[src/rtl/adc_chan_defs.vh]
`ifndef ADC_CHAN_DEFS_VH
`define ADC_CHAN_DEFS_VH

// register indices (byte address is four times the index)
`define IDX_CCR_FIRST 10'h020
`define IDX_CCR_LAST 10'h03E
`define IDX_BND_FIRST 10'h084
`define IDX_BND_LAST 10'h08A
`define IDX_FLAGS 10'h090
`define IDX_FLAG_CLR 10'h092
`define IDX_NPTR_FIRST 10'h098
`define IDX_NPTR_LAST 10'h09E
`define IDX_ALIAS 10'h0A0
`define IDX_ICLS_FIRST 10'h0C0
`define IDX_ICLS_LAST 10'h0C2

// channel control fields
`define CCR_BNDA 1:0
`define CCR_BNDB 3:2
`define CCR_LCC 6:4
`define CCR_SYNC 7
`define CCR_REF 9:8
`define CCR_ICL 10
`define CCR_ICLF 11:10
`define CCR_RESR 14:12
`define CCR_MASK 16'h7FFF
`define CCR_RST 16'h0000

// input class fields
`define ICLS_STC 7:0
`define ICLS_DW 9:8
`define ICLS_MASK 16'h03FF
`define ICLS_RST 16'h0000
`define MIN_SAMPLE 9'h002

// boundaries, twelve-bit representation, bits 11:2 kept
`define BND_MASK 12'hFFC
`define BND0_RST 12'h198
`define BND1_RST 12'hE64
`define BND2_RST 12'h554
`define BND3_RST 12'hAA8

// node pointer layout and alias register
`define NPTR_MASK 16'h3333
`define ALIAS0 3:0
`define ALIAS1 11:8
`define ALIAS_MASK 16'h0F0F
`define ALIAS_RST 16'h0100
`define REF_ALT 2'h1

// bus answers
`define RESP_OKAY 2'h0
`define RESP_SLVERR 2'h2

`endif

[src/rtl/adc_channel_ctrl.v]
// Summary of operation
// - apply selected channel settings to each conversion
// - two input classes share sample length, resolution
// - default class: two sample cycles, ten bits
// - per channel standard or channel-zero reference
// - redirect only requests for channels zero, one
// - redirected request keeps the requested channel's settings
// - compare result with two of four boundaries
// - areas one, two, three from both comparisons
// - limit check code selects event condition
// - equal boundaries leave area two empty
// - channel event sets its flag
// - software one sets flag, zero ignored
// - one in clear register clears flag
// - pulse selected service line on event, set
// - per-channel bit requests synchronized conversion when syncMaster is set
// - sample phase is two plus extension cycles
// - boundary reset values 10, 90, 33, 66 percent
// - clear wins over simultaneous event
// - node pointer picks service line zero to three
//
// The AXI4-Lite interface to the registers was left to the implementer.
`timescale 1ns/1ps
`include "adc_chan_defs.vh"
module adc_channel_ctrl #(
    parameter NCH = 16, // channel count
    parameter NSR = 4 // service request lines
) (
    input wire clk, // module clock
    input wire rst_n, // synchronous reset, low active
    input wire [11:0] s_axi_awaddr, // write address
    input wire s_axi_awvalid, // write address valid
    output reg s_axi_awready, // write address ready
    input wire [31:0] s_axi_wdata, // write data
    input wire [3:0] s_axi_wstrb, // write byte strobes
    input wire s_axi_wvalid, // write data valid
    output reg s_axi_wready, // write data ready
    output reg [1:0] s_axi_bresp, // write response
    output reg s_axi_bvalid, // write response valid
    input wire s_axi_bready, // write response ready
    input wire [11:0] s_axi_araddr, // read address
    input wire s_axi_arvalid, // read address valid
    output reg s_axi_arready, // read address ready
    output reg [31:0] s_axi_rdata, // read data
    output reg [1:0] s_axi_rresp, // read response
    output reg s_axi_rvalid, // read data valid
    input wire s_axi_rready, // read data ready
    input wire convReq, // arbiter picked a channel, one cycle
    input wire [3:0] convChan, // channel picked by arbiter
    input wire syncMaster, // kernel may act as sync master
    output reg convStart, // settings valid, one cycle
    output reg [3:0] convInput, // analog input to sample
    output reg [8:0] convSample, // sample phase in analog clocks
    output reg [1:0] convWidth, // data width code
    output reg convRefAlt, // use channel zero as reference
    output reg convSync, // synchronized conversion request
    output reg [2:0] convResReg, // target result register
    input wire resultValid, // result ready, one cycle
    input wire [11:0] resultData, // result, twelve-bit aligned
    output reg [NSR-1:0] srOut // service request pulses
);
    reg [15:0] ccr_r [0:NCH-1]; // channel control array
    reg [15:0] icls_r [0:1]; // input class settings
    reg [11:0] bnd_r [0:3]; // boundary values
    reg [2*NCH-1:0] nptr_r; // node pointers, two bits each
    reg [15:0] alias_r; // alias targets for channels zero, one
    reg [NCH-1:0] flags_r; // channel event flags
    reg [NCH-1:0] flags_nxt; // next flags
    reg [3:0] resChan_r; // channel of conversion under way
    reg [NSR-1:0] sr_nxt; // next service request pulses
    reg [NCH-1:0] evtVec; // one-hot channel event
    reg [NCH-1:0] swSet; // software set vector
    reg [NCH-1:0] swClr; // software clear vector
    reg [31:0] rd_nxt; // read data of addressed register
    reg rdOk; // read address is mapped
    reg [15:0] selCcr; // settings of picked channel
    reg [15:0] selCls; // class of picked channel
    reg [3:0] aliasIn; // analog input after redirection
    wire wrFire; // write address and data taken
    wire rdFire; // read address taken
    wire [9:0] wIdx; // write register index
    wire [9:0] rIdx; // read register index
    wire [15:0] wMask; // byte lanes as bit mask
    wire [15:0] wVal; // strobed write value
    wire [15:0] resCcr; // settings of resulting channel
    wire [15:0] bndWr; // merged boundary write, trimmed to bits 11:2
    wire chanEvt; // limit check says event
    integer i; // loop index, write process
    integer j; // loop index, read multiplexer
    integer k; // loop index, flag routing

    // true when idx is an even index within first..last
    function inRange;
        input [9:0] idx;
        input [9:0] first;
        input [9:0] last;
        begin
            inRange = (idx >= first) && (idx <= last) && !idx[0];
        end
    endfunction

    // merge strobed bytes of a new value into an old one
    function [15:0] merge;
        input [15:0] old;
        input [15:0] nw;
        input [15:0] msk;
        input [15:0] keep;
        begin
            merge = ((old & ~msk) | (nw & msk)) & keep;
        end
    endfunction

    // boundary slot of an index; the first boundary index is slot zero
    function [1:0] bndSlot;
        input [9:0] idx;
        begin
            bndSlot = idx[2:1] ^ 2'h2;
        end
    endfunction

    // any index that answers OKAY
    function mapped;
        input [9:0] idx;
        begin
            mapped = inRange(idx, `IDX_CCR_FIRST, `IDX_CCR_LAST) ||
                inRange(idx, `IDX_BND_FIRST, `IDX_BND_LAST) ||
                inRange(idx, `IDX_NPTR_FIRST, `IDX_NPTR_LAST) ||
                inRange(idx, `IDX_ICLS_FIRST, `IDX_ICLS_LAST) ||
                idx == `IDX_FLAGS || idx == `IDX_FLAG_CLR ||
                idx == `IDX_ALIAS;
        end
    endfunction

    assign wrFire = s_axi_awready && s_axi_awvalid && s_axi_wvalid;
    assign rdFire = s_axi_arready && s_axi_arvalid;
    assign wIdx = s_axi_awaddr[11:2];
    assign rIdx = s_axi_araddr[11:2];
    assign wMask = {{8{s_axi_wstrb[1]}}, {8{s_axi_wstrb[0]}}};
    assign wVal = s_axi_wdata[15:0] & wMask;
    assign resCcr = ccr_r[resChan_r];
    // boundary fields hold twelve bits; bits 15:12 and 1:0 are dropped below
    assign bndWr = merge({4'h0, bnd_r[bndSlot(wIdx)]}, s_axi_wdata[15:0],
        wMask, {4'h0, `BND_MASK});

    // result of the running conversion against its channel limits
    limit_check u_limit (
        .result(resultData),
        .bndA(bnd_r[resCcr[`CCR_BNDA]]),
        .bndB(bnd_r[resCcr[`CCR_BNDB]]),
        .limit_check_control(resCcr[`CCR_LCC]),
        .evt(chanEvt)
    );

    // flag set, clear and service line routing
    always @* begin
        evtVec = {NCH{1'b0}};
        swSet = {NCH{1'b0}};
        swClr = {NCH{1'b0}};
        sr_nxt = {NSR{1'b0}};
        if (resultValid && chanEvt) begin
            evtVec[resChan_r] = 1'b1;
        end
        if (wrFire && wIdx == `IDX_FLAGS) begin
            swSet = wVal;
        end
        if (wrFire && wIdx == `IDX_FLAG_CLR) begin
            swClr = wVal;
        end
        flags_nxt = (flags_r | evtVec | swSet) & ~swClr;
        for (k = 0; k < NCH; k = k + 1) begin
            if (evtVec[k] || swSet[k]) begin
                sr_nxt[nptr_r[2*k +: 2]] = 1'b1;
            end
        end
    end

    // settings of the picked channel, with alias redirection
    always @* begin
        selCcr = ccr_r[convChan];
        selCls = icls_r[selCcr[`CCR_ICL]];
        case (convChan)
            4'h0: aliasIn = alias_r[`ALIAS0];
            4'h1: aliasIn = alias_r[`ALIAS1];
            default: aliasIn = convChan;
        endcase
    end

    // read multiplexer over the register map
    always @* begin
        rd_nxt = 32'h00000000;
        rdOk = mapped(rIdx);
        if (inRange(rIdx, `IDX_CCR_FIRST, `IDX_CCR_LAST)) begin
            rd_nxt[15:0] = ccr_r[rIdx[4:1]];
        end else if (inRange(rIdx, `IDX_BND_FIRST, `IDX_BND_LAST)) begin
            rd_nxt[11:0] = bnd_r[bndSlot(rIdx)];
        end else if (inRange(rIdx, `IDX_NPTR_FIRST, `IDX_NPTR_LAST)) begin
            for (j = 0; j < 4; j = j + 1) begin
                rd_nxt[4*j +: 2] = nptr_r[8*rIdx[2:1] + 2*j +: 2];
            end
        end else if (inRange(rIdx, `IDX_ICLS_FIRST, `IDX_ICLS_LAST)) begin
            rd_nxt[15:0] = icls_r[rIdx[1]];
        end else if (rIdx == `IDX_FLAGS) begin
            rd_nxt[NCH-1:0] = flags_r;
        end else if (rIdx == `IDX_ALIAS) begin
            rd_nxt[15:0] = alias_r;
        end
    end

    // write channel handshake and register updates
    always @(posedge clk) begin
        if (!rst_n) begin
            s_axi_awready <= 1'b0;
            s_axi_wready <= 1'b0;
            s_axi_bvalid <= 1'b0;
            s_axi_bresp <= `RESP_OKAY;
            for (i = 0; i < NCH; i = i + 1) begin
                ccr_r[i] <= `CCR_RST;
            end
            icls_r[0] <= `ICLS_RST;
            icls_r[1] <= `ICLS_RST;
            bnd_r[0] <= `BND0_RST;
            bnd_r[1] <= `BND1_RST;
            bnd_r[2] <= `BND2_RST;
            bnd_r[3] <= `BND3_RST;
            nptr_r <= {2*NCH{1'b0}};
            alias_r <= `ALIAS_RST;
            flags_r <= {NCH{1'b0}};
        end else begin
            flags_r <= flags_nxt;
            if (wrFire) begin
                // ready drops once both items are taken
                s_axi_awready <= 1'b0;
                s_axi_wready <= 1'b0;
                s_axi_bvalid <= 1'b1;
                s_axi_bresp <= mapped(wIdx) ? `RESP_OKAY : `RESP_SLVERR;
            end else if (s_axi_awvalid && s_axi_wvalid &&
                    !s_axi_awready && !s_axi_bvalid) begin
                s_axi_awready <= 1'b1;
                s_axi_wready <= 1'b1;
            end
            if (s_axi_bvalid && s_axi_bready) begin
                s_axi_bvalid <= 1'b0;
            end
            if (wrFire) begin
                if (inRange(wIdx, `IDX_CCR_FIRST, `IDX_CCR_LAST)) begin
                    ccr_r[wIdx[4:1]] <= merge(ccr_r[wIdx[4:1]],
                        s_axi_wdata[15:0], wMask, `CCR_MASK);
                end
                if (inRange(wIdx, `IDX_ICLS_FIRST, `IDX_ICLS_LAST)) begin
                    icls_r[wIdx[1]] <= merge(icls_r[wIdx[1]],
                        s_axi_wdata[15:0], wMask, `ICLS_MASK);
                end
                if (inRange(wIdx, `IDX_BND_FIRST, `IDX_BND_LAST)) begin
                    bnd_r[bndSlot(wIdx)] <= bndWr[11:0];
                end
                if (inRange(wIdx, `IDX_NPTR_FIRST, `IDX_NPTR_LAST)) begin
                    for (i = 0; i < 4; i = i + 1) begin
                        if (s_axi_wstrb[i/2]) begin
                            nptr_r[8*wIdx[2:1] + 2*i +: 2] <=
                                s_axi_wdata[4*i +: 2];
                        end
                    end
                end
                if (wIdx == `IDX_ALIAS) begin
                    alias_r <= merge(alias_r, s_axi_wdata[15:0], wMask,
                        `ALIAS_MASK);
                end
            end
        end
    end

    // read channel: address taken, data one cycle later
    always @(posedge clk) begin
        if (!rst_n) begin
            s_axi_arready <= 1'b0;
            s_axi_rvalid <= 1'b0;
            s_axi_rdata <= 32'h00000000;
            s_axi_rresp <= `RESP_OKAY;
        end else begin
            if (rdFire) begin
                s_axi_arready <= 1'b0;
                s_axi_rvalid <= 1'b1;
                s_axi_rdata <= rd_nxt;
                s_axi_rresp <= rdOk ? `RESP_OKAY : `RESP_SLVERR;
            end else if (s_axi_arvalid && !s_axi_arready &&
                    !s_axi_rvalid) begin
                s_axi_arready <= 1'b1;
            end
            if (s_axi_rvalid && s_axi_rready) begin
                s_axi_rvalid <= 1'b0;
            end
        end
    end

    // hands picked channel's settings to the converter
    always @(posedge clk) begin
        if (!rst_n) begin
            convStart <= 1'b0;
            convInput <= 4'h0;
            convSample <= `MIN_SAMPLE;
            convWidth <= 2'h0;
            convRefAlt <= 1'b0;
            convSync <= 1'b0;
            convResReg <= 3'h0;
            resChan_r <= 4'h0;
            srOut <= {NSR{1'b0}};
        end else begin
            srOut <= sr_nxt;
            convStart <= convReq;
            if (convReq) begin
                resChan_r <= convChan;
                convInput <= aliasIn;
                convSample <= `MIN_SAMPLE +
                    {1'b0, selCls[`ICLS_STC]};
                convWidth <= selCls[`ICLS_DW];
                convRefAlt <= selCcr[`CCR_REF] == `REF_ALT;
                convSync <= selCcr[`CCR_SYNC] && syncMaster;
                convResReg <= selCcr[`CCR_RESR];
            end
        end
    end
endmodule

[src/rtl/limit_check.v]
`timescale 1ns/1ps
// sorts a twelve-bit result into areas and decides on a channel event
module limit_check (
    input wire [11:0] result, // conversion result, twelve-bit aligned
    input wire [11:0] bndA, // boundary a
    input wire [11:0] bndB, // boundary b
    input wire [2:0] limit_check_control, // limit check control code
    output reg evt // channel event condition
);
    reg aboveA; // result strictly above a
    reg aboveB; // result strictly above b
    reg inI; // area one
    reg inII; // area two
    reg inIII; // area three

    // equal boundaries make area two empty by construction
    always @* begin
        aboveA = result > bndA;
        aboveB = result > bndB;
        inI = !aboveA && !aboveB;
        inIII = aboveA && aboveB;
        inII = aboveA ^ aboveB;
        case (limit_check_control)
            3'h0: evt = 1'b0;
            3'h1: evt = !inI;
            3'h2: evt = !inII;
            3'h3: evt = !inIII;
            3'h4: evt = 1'b1;
            3'h5: evt = inI;
            3'h6: evt = inII;
            3'h7: evt = inIII;
            default: evt = 1'b0;
        endcase
    end
endmodule

[config.mk]
export PLATFORM = sky130hd
export DESIGN_NAME = adc_channel_ctrl
export DESIGN_NICKNAME = d
export VERILOG_FILES = /design/src/rtl/adc_channel_ctrl.v /design/src/rtl/limit_check.v
export VERILOG_INCLUDE_DIRS = /design/src /design/src/rtl
export SDC_FILE = /design/constraint.sdc
export NUM_CORES = 1
export LEC_CHECK = 0
export BUFFER_PORTS_ARGS = -buffer_cell sky130_fd_sc_hd__buf_2
export CAP_MARGIN = 10
export CORE_AREA = 3 3 193 242
export CTS_CLUSTER_SIZE = 12
export DETAILED_ROUTE_END_ITERATION = 12
export DIE_AREA = 0 0 196 245
export GPL_TIMING_DRIVEN = 0
export PLACE_DENSITY_LB_ADDON = 0.05
export RECOVER_POWER = 50
export SLEW_MARGIN = 15
export SYNTH_ARGS = -nofsm -noshare
export SYNTH_HDL_FRONTEND = slang
export SYNTH_SLANG_ARGS = --single-unit
[constraint.sdc]
create_clock -name clk -period 4.7 [get_ports clk]
set_input_delay 0 -clock clk [delete_from_list [all_inputs] [get_ports clk]]
set_output_delay 0 -clock clk [all_outputs]
set_load 0.005 [all_outputs]
== Yosys cells after proc, flatten, opt, wreduce, memory -nomap -nowiden ==
Memory sizes are Yosys's and may differ from the RTL's. A register that Yosys moved wholly into a read port is not among the register bits.
Cells that the tools add are included.

* $add $sub $neg: 11
* $lt $le $gt $ge: 52
* Eq/ne operators: 15
* Shifts and indexed selects: 12
* Mux-type cells: 112
* Bitwise gates (word level): 33
* Reductions and logical operators: 99

{| class="wikitable"
|+ Operators by type and width
! operator !! number
|-
| 32-bit two-way mux || 13
|-
| 2-bit by 34-bit variable shift with 32-bit output (first input constant) || 4
|-
| 2-bit by 34-bit variable part select with 32-bit output || 4
|-
| 32-bit bitwise mux || 4
|-
| 6-bit negator with 34-bit output || 3
|-
| 16-bit two-way mux || 6
|-
| 32-bit by 7-bit variable part select with 2-bit output || 3
|-
| 4-bit two-way mux || 20
|-
| 10-bit by 8-bit == test with 1-bit output (second input constant) || 6
|-
| 10-bit by 8-bit >= comparator with 1-bit output (second input constant) || 6
|-
| 10-bit by 8-bit <= comparator with 1-bit output (second input constant) || 6
|-
| 4-bit OR || 15
|-
| 1-bit logical AND || 49
|-
| 2-bit by 3-bit < comparator with 1-bit output (second input constant) || 16
|-
| 1-bit two-way mux || 34
|-
| 5-bit negator with 34-bit output || 1
|-
| 16-bit AND || 2
|-
| 1-bit demux with 2-bit select || 16
|-
| 2-bit by 1-bit >= comparator with 1-bit output (second input constant) || 16
|-
| 16-bit OR || 2
|-
| 32-bit by 6-bit variable part select with 2-bit output || 1
|-
| 1-bit logical OR || 28
|-
| 5-bit by 3-bit adder with 6-bit output (second input constant) || 4
|-
| 12-bit AND || 2
|-
| other kinds (35) || 73
|}

* Flip-flop bits (word level): 109
* Bits in writable memories: 300
* Input port bits: 86
* Output and inout port bits: 66
* Word-level logic and storage cells: 356
* Memories kept: 3

{| class="wikitable"
|+ Memories
! memory !! words !! width !! rd ports !! clocked after Yosys merged registers in !! wr ports !! RTL line !! text
|-
| ccr_r || 16 || 15 || 4 || 1 || 16 || adc_channel_ctrl.v:62 || <nowiki>reg [15:0] ccr_r [0:NCH-1];</nowiki>
|-
| bnd_r || 4 || 10 || 4 || 0 || 4 || adc_channel_ctrl.v:64 || <nowiki>reg [11:0] bnd_r [0:3];</nowiki>
|-
| icls_r || 2 || 10 || 3 || 0 || 2 || adc_channel_ctrl.v:63 || <nowiki>reg [15:0] icls_r [0:1];</nowiki>
|}

== Longest topological paths before layout ==
An unclocked memory read counts as a cell.

* Word-level depth: 40
* Gate-level depth with buffers: 22
* Gate-level depth less buffers: 18

== By module ==
From an unflattened synthesis, not the netlist that was laid out.

* Cell total of the unflattened synthesis: 2006
* Area total of the unflattened synthesis: 24886.4 µm²

{| class="wikitable"
|+ By module, submodules not included
! module !! instances !! cells an instance !! area an instance (µm²) !! seq. area each (µm²)
|-
| adc_channel_ctrl || 1 || 1917 || 24222.0 || 11230.8
|-
| limit_check || 1 || 89 || 664.4 || 0.0
|}

== Least setup slack after synthesis ==
Ideal clock, no wire load.

* Path kind: register to register
* Start: register (tool-made name)
* End: register flags_r[2]
* Setup time: 70 ps
* Arrival: 4795 ps
* Data required time: 4630 ps
* Slack: -165 ps
* Cell stages (with the launch flop): 22
* Buffers on the path: 3
* Period minus slack after synthesis: 4865 ps
* Path through: dfxtp_1 > buf_2 > mux4_2 > mux4_2 > buf_2 > mux4_2 > inv_1 > ha_1 > nor2b_1 > o21a_1 > o21a_1 > o21a_1 > o21a_1 > o21ai_0 > a211oi_1 > ha_1 > mux2i_1 > mux2i_2 > xnor2_4 > buf_6 > nand4_1 > a21oi_1

{| class="wikitable"
|+ RTL lines
! item !! RTL line !! text
|-
| end signal: assignment || adc_channel_ctrl.v:227 || <nowiki>flags_r <= {NCH{1'b0}};</nowiki>
|-
| end signal: assignment || adc_channel_ctrl.v:229 || <nowiki>flags_r <= flags_nxt;</nowiki>
|-
| end: declaration || adc_channel_ctrl.v:67 || <nowiki>reg [NCH-1:0] flags_r;</nowiki>
|}

==> reports/summary.txt <==
Status: finished, violations left
Violated checks: capacitance limit, setup timing
I/O pin total: 152
Hold_ws: 58.8 ps
Detailed Route WL: 95600 um
Die Width: 196 um
DP HPWL: 72400 um
CORE AREA: 0.0443 mm2
Worst Skew: 26.0 ps
Tightest Pin Transition: 1430 ps
Final setup TNS: -10290 ps
Worst R2R Setup Slack: -510 ps
Die Y: 245 um
Cells after synthesis: 2209
Syn_area_per_cell: 11.2 um2
Asr flop ratio synth: 0%
Fin crit share: 111%
Starting density of the core: 56.0%
Fin crit period: 5210 ps
Pwr Density: 325 mW/mm2
RSZ-0062 raised after global routing: yes
Most common cell after layout, fill and taps aside: nor2_1
Maximum clock rate: 192 MHz
Port Buffers: 100
Utilization after layout: 63.7%
Hold/Removal Path Class: input pin to flop
First-pass GRT wire length: 137000 um
Design Power: 9.17 mW
Initial antenna violation count: 1
Crit end category: flop
Synth top area share: 36.3%
Main area contributors after synthesis: edfxtp_1, mux4_2, dfxtp_1
Finished Layout Cells: 3020
#FFs+latches synth: 411
DRC: 0
Synth unique cells: 70
Total Routing Usage GR: 39.2%
Clock Latency Late Sink: 590 ps
Worst path arrival time: 5730 ps
CTS tree: done
Final nets: 2535
Placed Cells: 2899
Max-cap check violation count: 1
Setup ws final: -511 ps
Congestion Overflow GR: 0
Largest net degree at the start of global routing: 16
Number of flops mapped to enable cells by yosys: 300
YS warnings: 0
Final Max Slew Viols: 0
Vias per inst: 7.03
Area delta synth->final: 13.7%
Die ar.: 0.0480 mm2
Seq/Total Area, Yosys: 45.3%
Row count: 86
ANT nets after route: 0
Gp weighted congestion: 1.05
CTS max path bufs: 3
Drt wl/cell: 31.7 um
Synth area leader: edfxtp_1
Critical-path maximum fanout: 5
Ys flop type: edfxtp_1
Clk root buf: clkbuf_16
Worst-path clk slew: 60 ps
Setup CP Type: flop to flop
Num CTS Buffers: 44
Post-route cell area: 0.0282 mm2
Vias after detailed routing: 21.2k
Setup crit start kind: flop
Worst relative slew slack: 2.47%
Final-report setup violation count: 35
Hold Vio Cnt, Final: 0
Place WS: -1580 ps
CTS sink cnt: 411
Placed Area: 0.0261 mm2
Most frequent cells in the layout: nor2_1, edfxtp_1, clkbuf_1
VDD IR max: 0.315 mV
Cell area after synthesis: 0.0248 mm2
Crit path required time: 5220 ps
Share of cells above drive strength 1: 18.1%
Initial DRC Count: 2862
Number of global-route vias before repair: 20.6k
DRT Pass-1 Iters: 8
Total leakage power: 9.94 nW
H-tree Lvls: 2
[state kept, by name, indices dropped and copies added (netlist names), 4 cells and up, named ones only]
signal and cells:
convInput 4, resChan_r 4, bnd_r 40, icls_r 20, srOut 4, ccr_r 240
s_axi_rdata 16, nptr_r 32, flags_r 16, convSample 9
[worst paths after layout]
kind,start,endpoint,depth (start not counted)
setup / recovery,flop,flags_r[2],22
hold / removal,s_axi_araddr[9],s_axi_rresp[1],4
setup reg to reg,flop,flags_r[2],22
hold reg to reg,convSample[8],convSample[8],2
[repair_timing]
item,CTS,global route
cloned,2,1
hold endpoints to repair,50,0
hold buffers,25,0
endpoints found under the setup margin,20,20
pin swaps,16,20
buffers inserted,16,6
resized for setup,32,35
[where the power goes]
part           switching [mW]  internal, mW
Combinational           0.952         0.661
Clock                    1.50          1.97
Sequential              0.100          4.00
Total                    2.55          6.62
[synth_stat cells (all sizes together), types with 4 or more instances]
library cell,instances
a211oi,8
a21boi,31
a21oi,110
a221oi,11
a22oi,15
a311oi,5
a31oi,28
and2,16
and3,12
buf,62
clkbuf,154
dfxtp,111
edfxtp,300
ha,30
inv,52
mux2,4
mux2i,115
mux4,211
nand2,196
nand2b,8
nand3,38
nand3b,7
nand4,36
nor2,341
nor2b,39
nor3,41
nor3b,17
nor4,6
o211a,5
o211ai,9
o21a,4
o21ai,54
o221ai,47
o22ai,13
o32ai,4
or2,4
or3,13
xnor2,6
xor2,4
[cell type report]
type	instances	area (um2)
Tap cell	572	716
Timing Repair Buffer	150	983
Inverter	54	203
Multi-Input combinational cell	1545	12700
Clock buffer	61	1260
Clock inverter	13	121
Buffer	213	973
Antenna cell	1	2.50
Sequential cell	411	11200
Fill cell	3580	16100
[routing by layer]
metal | vias to the layer above | wire (um) | global-route usage [%]
met5 | - | 0 | 0
met4 | 0 | 7840 | 24.8
met3 | 369 | 9420 | 6.69
met2 | 1569 | 45400 | 64.5
met1 | 10500 | 33000 | 48.2
li1 | 8806 | - | -
[critical path, cell delays in order (launching register included)]
cell and delay, ps:
dfxtp_4 460, buf_12 160, buf_6 100, mux4_2 480, mux4_2 600, clkbuf_16 210, mux4_2 420, inv_2 80
ha_1 240, a21o_1 180, a21o_1 170, a21oi_1 170, o211ai_1 120, o41a_1 210, ha_1 340, mux2i_2 220
mux2i_4 160, xnor2_4 180, buf_12 140, buf_8 100, buf_6 100, nand4_1 110, a21oi_1 180
[logic make-up after synthesis]
kind of cell | synth area share, %
DFF | 45.3
other | 0.0151
AOI/OAI and AO/OA | 9.85
and+or+nand+nor | 14.3
adders and majority gates | 1.51
buffers and inverters | 4.57
muxes | 24.0
xor gates and xnor gates | 0.429
No activity file was read; power rests on OpenSTA's default activity.
